<file path="src/hdl/wdsl_pkg.sv">
//----------------------------------------------------------------
// shared constants for the watchdog block
//----------------------------------------------------------------
package wdsl_pkg;

	// clock rates; the watchdog oscillator is derived from the bus clock
	localparam int unsigned CLK_HZ           = 20_000_000;
	localparam int unsigned OSC_HZ           = 1_000_000;
	localparam int unsigned OSC_DIV          = CLK_HZ / OSC_HZ;
	localparam int unsigned OSC_DIV_W        = 5;
	localparam logic [4:0]  OSC_DIV_LAST     = OSC_DIV_W'(OSC_DIV - 1);

	// change window length in bus clock cycles
	localparam int unsigned CE_WINDOW_CYCLES = 4;
	localparam logic [2:0]  CE_CNT_LAST      = 3'(CE_WINDOW_CYCLES - 1);

	// shortest time-out in oscillator cycles, code 000
	localparam int unsigned BASE_TICKS       = 16384;
	localparam int unsigned CNT_W            = 22;

	// register byte addresses, decoded on the low address bits
	localparam int unsigned ADDR_W           = 12;
	localparam logic [11:0] CTRL_ADDR        = 12'h000;
	localparam logic [11:0] STAT_ADDR        = 12'h004;

	// watchdog_control field positions
	localparam int unsigned CE_BIT           = 4;
	localparam int unsigned EN_BIT           = 3;
	localparam int unsigned PS_W             = 3;

	// reset_status_register field position
	localparam int unsigned FLAG_BIT         = 3;

	// reset values
	localparam logic [2:0]  PS_RST           = 3'h0;
	localparam logic        EN_RST           = 1'h0;
	localparam logic        CE_RST           = 1'h0;

	// bus encodings
	localparam logic [2:0]  HSIZE_WORD       = 3'h2;
	localparam int unsigned HTRANS_ACT_BIT   = 1;
	localparam logic        HRESP_OKAY       = 1'h0;

	// safety levels chosen by the fuses
	typedef enum logic [1:0] {
		LVL0 = 2'b00,
		LVL1 = 2'b01,
		LVL2 = 2'b10
	} wdsl_lvl_t;

	// bus slave phases
	typedef enum logic [1:0] {
		BUS_IDLE = 2'b00,
		BUS_WR   = 2'b01,
		BUS_RD1  = 2'b10,
		BUS_RD2  = 2'b11
	} wdsl_bus_t;

endpackage

</file>
<file path="src/hdl/wdsl_watchdog.sv">
// Summary of operation
// - count from derived one megahertz oscillator tick
// - restart instruction clears watchdog counter
// - counter cleared when disabled or reset
// - expiry while enabled resets the device
// - two fuses select safety level zero-two
// - enable by writing one, always allowed
// - upper three control bits read zero
// - change enable self clears after four cycles
// - disable write needs open change window
// - level two stays enabled, reads one
// - prescale code doubles period from 16384
// - level zero accepts any prescale write
// - levels one, two need window for prescale
// - level two ignores written enable value
// - time-out gives one-cycle reset pulse
// - watchdog reset flag, cleared by power-on
`timescale 1ns/10ps
`default_nettype none

module wdsl_watchdog #(
	parameter int unsigned BASE_TICKS = wdsl_pkg::BASE_TICKS
) (
	input  wire logic        clk,
	input  wire logic        reset,
	input  wire logic        power_on_reset,
	input  wire logic        legacy_compat_fuse,
	input  wire logic        always_on_fuse,
	input  wire logic        restart_instruction,
	input  wire logic        hsel,
	input  wire logic [31:0] haddr,
	input  wire logic [1:0]  htrans,
	input  wire logic        hwrite,
	input  wire logic [2:0]  hsize,
	input  wire logic        hready,
	input  wire logic [31:0] hwdata,
	output var  logic [31:0] hrdata,
	output var  logic        hreadyout,
	output var  logic        hresp,
	output var  logic        wd_reset_pulse
);

	//----------------------------------------------------------------
	// fuse synchroniser and safety level
	//----------------------------------------------------------------
	logic [1:0]            fuse_meta_q;   // first stage, read by second only
	logic [1:0]            fuse_sync_q;   // {always_on, compat}
	wdsl_pkg::wdsl_lvl_t   lvl_q;         // current safety level
	wdsl_pkg::wdsl_lvl_t   lvl_d;

	// level from synchronised fuses
	always_comb begin
		if (fuse_sync_q[1]) begin
			lvl_d = wdsl_pkg::LVL2;
		end else if (fuse_sync_q[0]) begin
			lvl_d = wdsl_pkg::LVL0;
		end else begin
			lvl_d = wdsl_pkg::LVL1;
		end
	end

	// fuse registers
	always_ff @(posedge clk) begin
		if (reset) begin
			fuse_meta_q <= 2'h0;
			fuse_sync_q <= 2'h0;
			lvl_q       <= wdsl_pkg::LVL1;
		end else begin
			fuse_meta_q <= {always_on_fuse, legacy_compat_fuse};
			fuse_sync_q <= fuse_meta_q;
			lvl_q       <= lvl_d;
		end
	end

	//----------------------------------------------------------------
	// ahb-lite slave
	//----------------------------------------------------------------
	wdsl_pkg::wdsl_bus_t   bus_q;         // transfer phase
	wdsl_pkg::wdsl_bus_t   bus_d;
	logic [11:0]           addr_q;        // latched address
	logic [11:0]           addr_d;
	logic                  word_q;        // word sized, in low page
	logic                  word_d;
	logic [31:0]           hrdata_q;
	logic [31:0]           hrdata_d;
	logic                  hready_q;
	logic                  hready_d;
	logic                  accept;        // address phase taken
	logic                  wr_ctrl;       // write to control this cycle
	logic                  wr_stat;       // write to status this cycle
	logic [31:0]           rd_mux;        // read value of latched address
	logic                  ce_q;
	logic                  en_q;
	logic                  en_eff;
	logic [2:0]            ps_q;
	logic                  flag_q;

	assign accept  = hsel && htrans[wdsl_pkg::HTRANS_ACT_BIT] && hready;
	assign wr_ctrl = (bus_q == wdsl_pkg::BUS_WR) && word_q && (addr_q == wdsl_pkg::CTRL_ADDR);
	assign wr_stat = (bus_q == wdsl_pkg::BUS_WR) && word_q && (addr_q == wdsl_pkg::STAT_ADDR);

	// read multiplexer; unmapped reads return zero
	always_comb begin
		rd_mux = 32'h0000_0000;
		if (word_q && addr_q == wdsl_pkg::CTRL_ADDR) begin
			rd_mux[wdsl_pkg::CE_BIT]          = ce_q;
			rd_mux[wdsl_pkg::EN_BIT]          = en_eff;
			rd_mux[wdsl_pkg::PS_W-1:0]        = ps_q;
		end else if (word_q && addr_q == wdsl_pkg::STAT_ADDR) begin
			rd_mux[wdsl_pkg::FLAG_BIT]        = flag_q;
		end
	end

	// phase sequencing; reads take one wait state
	always_comb begin
		bus_d    = bus_q;
		addr_d   = addr_q;
		word_d   = word_q;
		hrdata_d = hrdata_q;
		hready_d = hready_q;
		case (bus_q)
			wdsl_pkg::BUS_IDLE, wdsl_pkg::BUS_WR, wdsl_pkg::BUS_RD2: begin
				if (accept) begin
					addr_d   = haddr[11:0];
					word_d   = (hsize == wdsl_pkg::HSIZE_WORD) && (haddr[31:12] == 20'h00000);
					bus_d    = hwrite ? wdsl_pkg::BUS_WR : wdsl_pkg::BUS_RD1;
					hready_d = hwrite;
				end else begin
					bus_d    = wdsl_pkg::BUS_IDLE;
					hready_d = 1'b1;
				end
			end
			wdsl_pkg::BUS_RD1: begin
				// sample registers after any earlier write has landed
				hrdata_d = rd_mux;
				hready_d = 1'b1;
				bus_d    = wdsl_pkg::BUS_RD2;
			end
			default: begin
				bus_d    = wdsl_pkg::BUS_IDLE;
				hready_d = 1'b1;
			end
		endcase
	end

	// bus registers
	always_ff @(posedge clk) begin
		if (reset) begin
			bus_q    <= wdsl_pkg::BUS_IDLE;
			addr_q   <= 12'h000;
			word_q   <= 1'b0;
			hrdata_q <= 32'h0000_0000;
			hready_q <= 1'b1;
		end else begin
			bus_q    <= bus_d;
			addr_q   <= addr_d;
			word_q   <= word_d;
			hrdata_q <= hrdata_d;
			hready_q <= hready_d;
		end
	end

	assign hrdata    = hrdata_q;
	assign hreadyout = hready_q;
	assign hresp     = wdsl_pkg::HRESP_OKAY;

	//----------------------------------------------------------------
	// watchdog control register and change window
	//----------------------------------------------------------------
	logic                  ce_d;
	logic [2:0]            cecnt_q;       // cycles the window has been open
	logic [2:0]            cecnt_d;
	logic                  en_d;
	logic [2:0]            ps_d;
	logic                  open_wr;       // opening write of a sequence

	assign open_wr = wr_ctrl && hwdata[wdsl_pkg::CE_BIT] && hwdata[wdsl_pkg::EN_BIT];
	assign en_eff  = en_q || (lvl_q == wdsl_pkg::LVL2);

	// control next state
	always_comb begin
		en_d    = en_q;
		ps_d    = ps_q;
		ce_d    = ce_q;
		cecnt_d = cecnt_q;
		if (ce_q) begin
			if (cecnt_q == wdsl_pkg::CE_CNT_LAST) begin
				ce_d = 1'b0;
			end else begin
				cecnt_d = cecnt_q + 3'h1;
			end
		end
		if (wr_ctrl) begin
			if (hwdata[wdsl_pkg::EN_BIT]) begin
				en_d = 1'b1;
			end else if (ce_q && lvl_q != wdsl_pkg::LVL2) begin
				en_d = 1'b0;
			end
			if (lvl_q == wdsl_pkg::LVL0 || ce_q) begin
				ps_d = hwdata[wdsl_pkg::PS_W-1:0];
			end
			// window opened by enable plus change enable
			if (open_wr) begin
				ce_d    = 1'b1;
				cecnt_d = 3'h0;
			end
		end
	end

	// control registers
	always_ff @(posedge clk) begin
		if (reset) begin
			en_q    <= wdsl_pkg::EN_RST;
			ps_q    <= wdsl_pkg::PS_RST;
			ce_q    <= wdsl_pkg::CE_RST;
			cecnt_q <= 3'h0;
		end else begin
			en_q    <= en_d;
			ps_q    <= ps_d;
			ce_q    <= ce_d;
			cecnt_q <= cecnt_d;
		end
	end

	//----------------------------------------------------------------
	// oscillator tick and time-out counter
	//----------------------------------------------------------------
	logic [4:0]                     div_q;   // oscillator divider
	logic [4:0]                     div_d;
	logic                           tick;    // one oscillator cycle
	logic [wdsl_pkg::CNT_W-1:0]     cnt_q;   // oscillator cycles counted
	logic [wdsl_pkg::CNT_W-1:0]     cnt_d;
	logic [wdsl_pkg::CNT_W-1:0]     period_last;
	logic                           wdr_q;   // reset pulse
	logic                           wdr_d;

	assign period_last = (wdsl_pkg::CNT_W'(BASE_TICKS) << ps_q) - wdsl_pkg::CNT_W'(1);
	assign tick        = (div_q == wdsl_pkg::OSC_DIV_LAST);

	// counter next state
	always_comb begin
		div_d = tick ? 5'h00 : div_q + 5'h01;
		cnt_d = cnt_q;
		wdr_d = 1'b0;
		if (!en_eff || restart_instruction) begin
			cnt_d = '0;
		end else if (tick) begin
			if (cnt_q >= period_last) begin
				cnt_d = '0;
				wdr_d = 1'b1;
			end else begin
				cnt_d = cnt_q + wdsl_pkg::CNT_W'(1);
			end
		end
	end

	// counter registers; chip reset clears the count
	always_ff @(posedge clk) begin
		if (reset) begin
			div_q <= 5'h00;
			cnt_q <= '0;
			wdr_q <= 1'b0;
		end else begin
			div_q <= div_d;
			cnt_q <= cnt_d;
			wdr_q <= wdr_d;
		end
	end

	assign wd_reset_pulse = wdr_q;

	//----------------------------------------------------------------
	// watchdog reset flag, survives chip reset
	//----------------------------------------------------------------
	logic                  flag_d;

	// set wins over software clear
	always_comb begin
		flag_d = flag_q;
		if (wr_stat && !hwdata[wdsl_pkg::FLAG_BIT]) begin
			flag_d = 1'b0;
		end
		if (wdr_q) begin
			flag_d = 1'b1;
		end
	end

	// power-on reset clears it, chip reset does not
	always_ff @(posedge clk) begin
		if (power_on_reset) begin
			flag_q <= 1'b0;
		end else begin
			flag_q <= flag_d;
		end
	end
endmodule

`default_nettype wire

</file>
<file path="config.mk">
export PLATFORM = sky130hd
export DESIGN_NAME = wdsl_watchdog
export DESIGN_NICKNAME = d
export VERILOG_FILES = /design/src/hdl/wdsl_pkg.sv /design/src/hdl/wdsl_watchdog.sv
export SDC_FILE = /design/constraint.sdc
export NUM_CORES = 1
export LEC_CHECK = 0
export ABC_AREA = 1
export BUFFER_PORTS_ARGS = -buffer_cell sky130_fd_sc_hd__buf_2
export CAP_MARGIN = 20
export CORE_MARGIN = 5
export CORE_UTILIZATION = 45
export DETAILED_ROUTE_END_ITERATION = 6
export GPL_ROUTABILITY_DRIVEN = 0
export GPL_TIMING_DRIVEN = 0
export PLACE_DENSITY = 0.74
export SYNTH_ARGS = -nofsm -noshare
export SYNTH_HDL_FRONTEND = slang
export SYNTH_SLANG_ARGS = --single-unit
</file>
<file path="constraint.sdc">
create_clock -name clk -period 1.7 [get_ports clk]
set_input_delay 0.425 -clock clk [delete_from_list [all_inputs] [get_ports clk]]
set_output_delay 0.425 -clock clk [all_outputs]
set_load 0.01 [all_outputs]
</file>
==> impl_metrics.yaml <==
pwr:
  combPwrFrac_pct: 8.2
  p_per_area_nw_per_um2: 765
  pwr-share-clk_pct: 41.9
  swShare_pct: 24.7
  netSwitchingPower_mw: 0.764
  peakVddDrop_mv: 0.459
  seqPwrFrac_pct: 49.9
  p_leak_nw: 1.76
  p_int_mw: 2.33
global_routing:
  antenna_found_initial: 0
  grt_first_pass_wirelength_mm: 11.9
  grt_start_max_net_pins: 13
  grt_pass1_vias: 2898
  overflow: 0
  grt_use_total_pct: 16.5
routing:
  num_vias: 2957
  drt_iter0_drc: 100
  routedWlPerCell_um: 10.8
  avgViaCountPerCell: 4.62
  wl_mm: 6.94
  ant_nets: 0
  drc: 0
  drt_pass1_iterations: 4
worst_setup_path:
  slowest_stage: "dfxtp_2"
  worst-path-max-fanout: 5
  ff2ff_path_depth: 14
  crit_chain: "inv_2 > a21oi_2 > o21ai_1 > ha_1 > nand2_1 > nor2_2 > nand2_1 > nor2_1 > nand2_1 > nand2_1 > nand2_2 > nand2_4 > buf_6 > nor2_1"
  cp-start-kind: "register"
  arrival_ns: 2.13
  crit_family: "simple AND/OR/NAND/NOR gates"
  cpMostUsedCell: "nand2_1"
  critPathMaxStageDelay_ns: 0.36
  end_kind: "register"
  worst-path-stages: 14
  crit_type: "register to register"
  crit_required_ns: 1.93
  critPathBufInv: 2
sta:
  clock_skew_ns: 0.00773
  period_share_pct: 112
  setup_viol: 23
  hold_viol: 0
  layout_min_cycle_time_ns: 1.90
  drv_slew: 0
  slew_headroom_pct: 61.4
  whs_ns: 0.264
  tightestPinTransition_ns: 0.574
  clock.fmax_ghz: 0.527
  rsz0062_at_grt: "true"
  setup_slack_ns: -0.199
final_layout:
  antenna_cells: 0
  drive_gt1_share_pct: 27.0
  layout.nets: 628
  final_area_sq_um: 4050
  area_growth_syn_to_layout_pct: 26.6
  fin_cells: 640
job:
  drv_cap: 0
cts:
  clk_pin_slew_ns: 0.08
  postCtsHoldBufs: 0
  cts_max_level: 3
  numCtsBuffers: 9
  cts_tree: "yes"
  clockRootBuffer: "clkbuf_8"
  cts_buffer_depth: 2
  clk_latency_ns: 0.33
  cts_sinks: 64
yosys:
  postSynthAreaPerCell_sq_um: 7.33
  synth_top_area_share_pct: 40.1
  synth_seq_cells: 64
  synth_top_cell_by_area: "dfxtp_1"
  synth_edf_count: 0
  synth_ff_type: "dfxtp_1"
  syn_area_sq_um: 3190
  synth_area_leaders: "dfxtp_1 (40%), nor2_1 (11%), nand2_1 (8.0%)"
  ys_seq_area_share_pct: 40.1
  synthCells: 436
  yosys.cell_types.count: 33
  yosys_warnings: 0
  async_flop_share_pct: 0
floorplan:
  die_area_sq_um: 8880
  num_io_pins: 113
  rows: 30
  coreArea_sq_um: 6870
  initial_core_util_pct: 46.5
  fp.dieH_um: 94.3
  chipWidth_um: 94.3
placed_design:
  dpl_cell_area_sq_um: 3710
  post-place-ws_ns: -0.248
  dpl.cell_count: 615
  port_buffers: 56
  dp_hpwl_mm: 5.31
status:
  violations: "negative setup slack"
  status: "finished with violations"
min_path:
  hold_depth: 2
  min_path_type: "input port to register"
[routing by layer]
layer / vias to the layer above / GRT usage (%) / part of all wire (%) / routed length (um)
met4: 0 / 5.54 / 0.98 / 68
met1: 1312 / 18.9 / 42 / 2930
met3: 9 / 3.53 / 6.1 / 422
met5: - / 0 / 0 / 0
li1: 1554 / - / - / -
met2: 82 / 30.0 / 51 / 3520
[timing repair]
| action | CTS | global route |
|---|---|---|
| setup endpoints to repair | 22 | 26 |
| pin swaps | 13 | 0 |
| endpoints found under the hold margin | 0 | 0 |
| resized for setup | 10 | 11 |
| cloned | 2 | 0 |
| setup buffers | 7 | 0 |
[layout make-up]
class | instances | area (sq um)
Fill cell | 636 | 2820
Multi-Input combinational cell | 322 | 1650
Sequential cell | 64 | 1290
Clock inverter | 6 | 70.1
Tap cell | 96 | 120
Buffer | 37 | 274
Clock buffer | 10 | 128
Timing Repair Buffer | 65 | 368
Inverter | 40 | 153
[synthesized netlist by cell type, types with 7 or more instances]
master   number
nand2_1      68
xor2_1        8
nor3_1        7
o21ai_0      22
nor2_1       91
ha_1         11
inv_1        38
nand3_1      19
buf_4        30
dfxtp_1      64
nand4_1      14
a21oi_1      18
[per-stage QoR]
stage / total power [mW] / setup TNS, ns / utilization (%)
6_report: 3.09 / -4.15 / 58.9
5_1_grt: 3.22 / -7.48 / 58.9
4_1_cts: 3.12 / -3.33 / 58.5
3_5_place_dp: 1.83 / -4.88 / 54.1
3_3_place_gp: 1.82 / -3.85 / 54.1
2_1_floorplan: 1.74 / -0.00492 / -
[power groups by stage]
stage / registers, mW / clock network, mW / logic (mW)
CTS: 1.54 / 1.32 / 0.252
global placement: 1.58 / 0 / 0.244
detailed placement: 1.58 / 0 / 0.250
floorplan: 1.58 / 0 / 0.166
global route: 1.55 / 1.39 / 0.288
finish: 1.54 / 1.30 / 0.254
[worst reg2reg max path, delay by kind of cell, from the launching register on]
family / cells / cell delay [ns]
AOI/OAI and AO/OA: 2 / 0.21
DFF: 1 / 0.36
buffers and inverters: 2 / 0.21
and+or+nand+nor: 9 / 0.70
adders and majority gates: 1 / 0.30
[registers in the layout, summed over array words and instances, names as in the netlist, 2 cells and up]
name and flops:
bus_q 2, cecnt_q 3, hrdata 5, fuse_meta_q 2, div_q 5, ps_q 3
lvl_q 2, cnt_q 22, addr_q 12, fuse_sync_q 2
[path summary, 6_finish.rpt]
path,from,endpoint,slack (ns)
max,ps_q[2],cnt_q[6],-0.20
min,power_on_reset,flag_q,0.26
max reg2reg,ps_q[2],cnt_q[6],-0.20
min reg2reg,fuse_meta_q[1],fuse_sync_q[1],0.40
[cell families after synthesis]
logic type	Yosys count	synth area share (%)
and+or+nand+nor	214	28.8
buffers and inverters	77	13.0
DFF	64	40.1
AOI/OAI and AO/OA	52	9.09
xor gates and xnor gates	14	3.84
adders and majority gates	11	4.31
other	2	0.235
muxes	2	0.627
[cells in the final DEF (no fill, tap or decap), types with 6 or more instances in the layout]
cell type | netlist | routed
buf_2 | 0 | 56
nor2_1 | 91 | 78
nand2_1 | 68 | 67
nand3_1 | 19 | 19
buf_4 | 30 | 34
xor2_1 | 8 | 8
ha_1 | 11 | 11
nor2_2 | 6 | 19
xnor2_1 | 6 | 6
nor3_1 | 7 | 7
dfxtp_1 | 64 | 61
inv_1 | 38 | 35
o31ai_1 | 6 | 6
clkbuf_8 | 0 | 9
nand4_1 | 14 | 14
conb_1 | 2 | 29
o21ai_0 | 22 | 21
buf_6 | 2 | 6
a21oi_1 | 18 | 16
(Power assumes the default switching activity.)
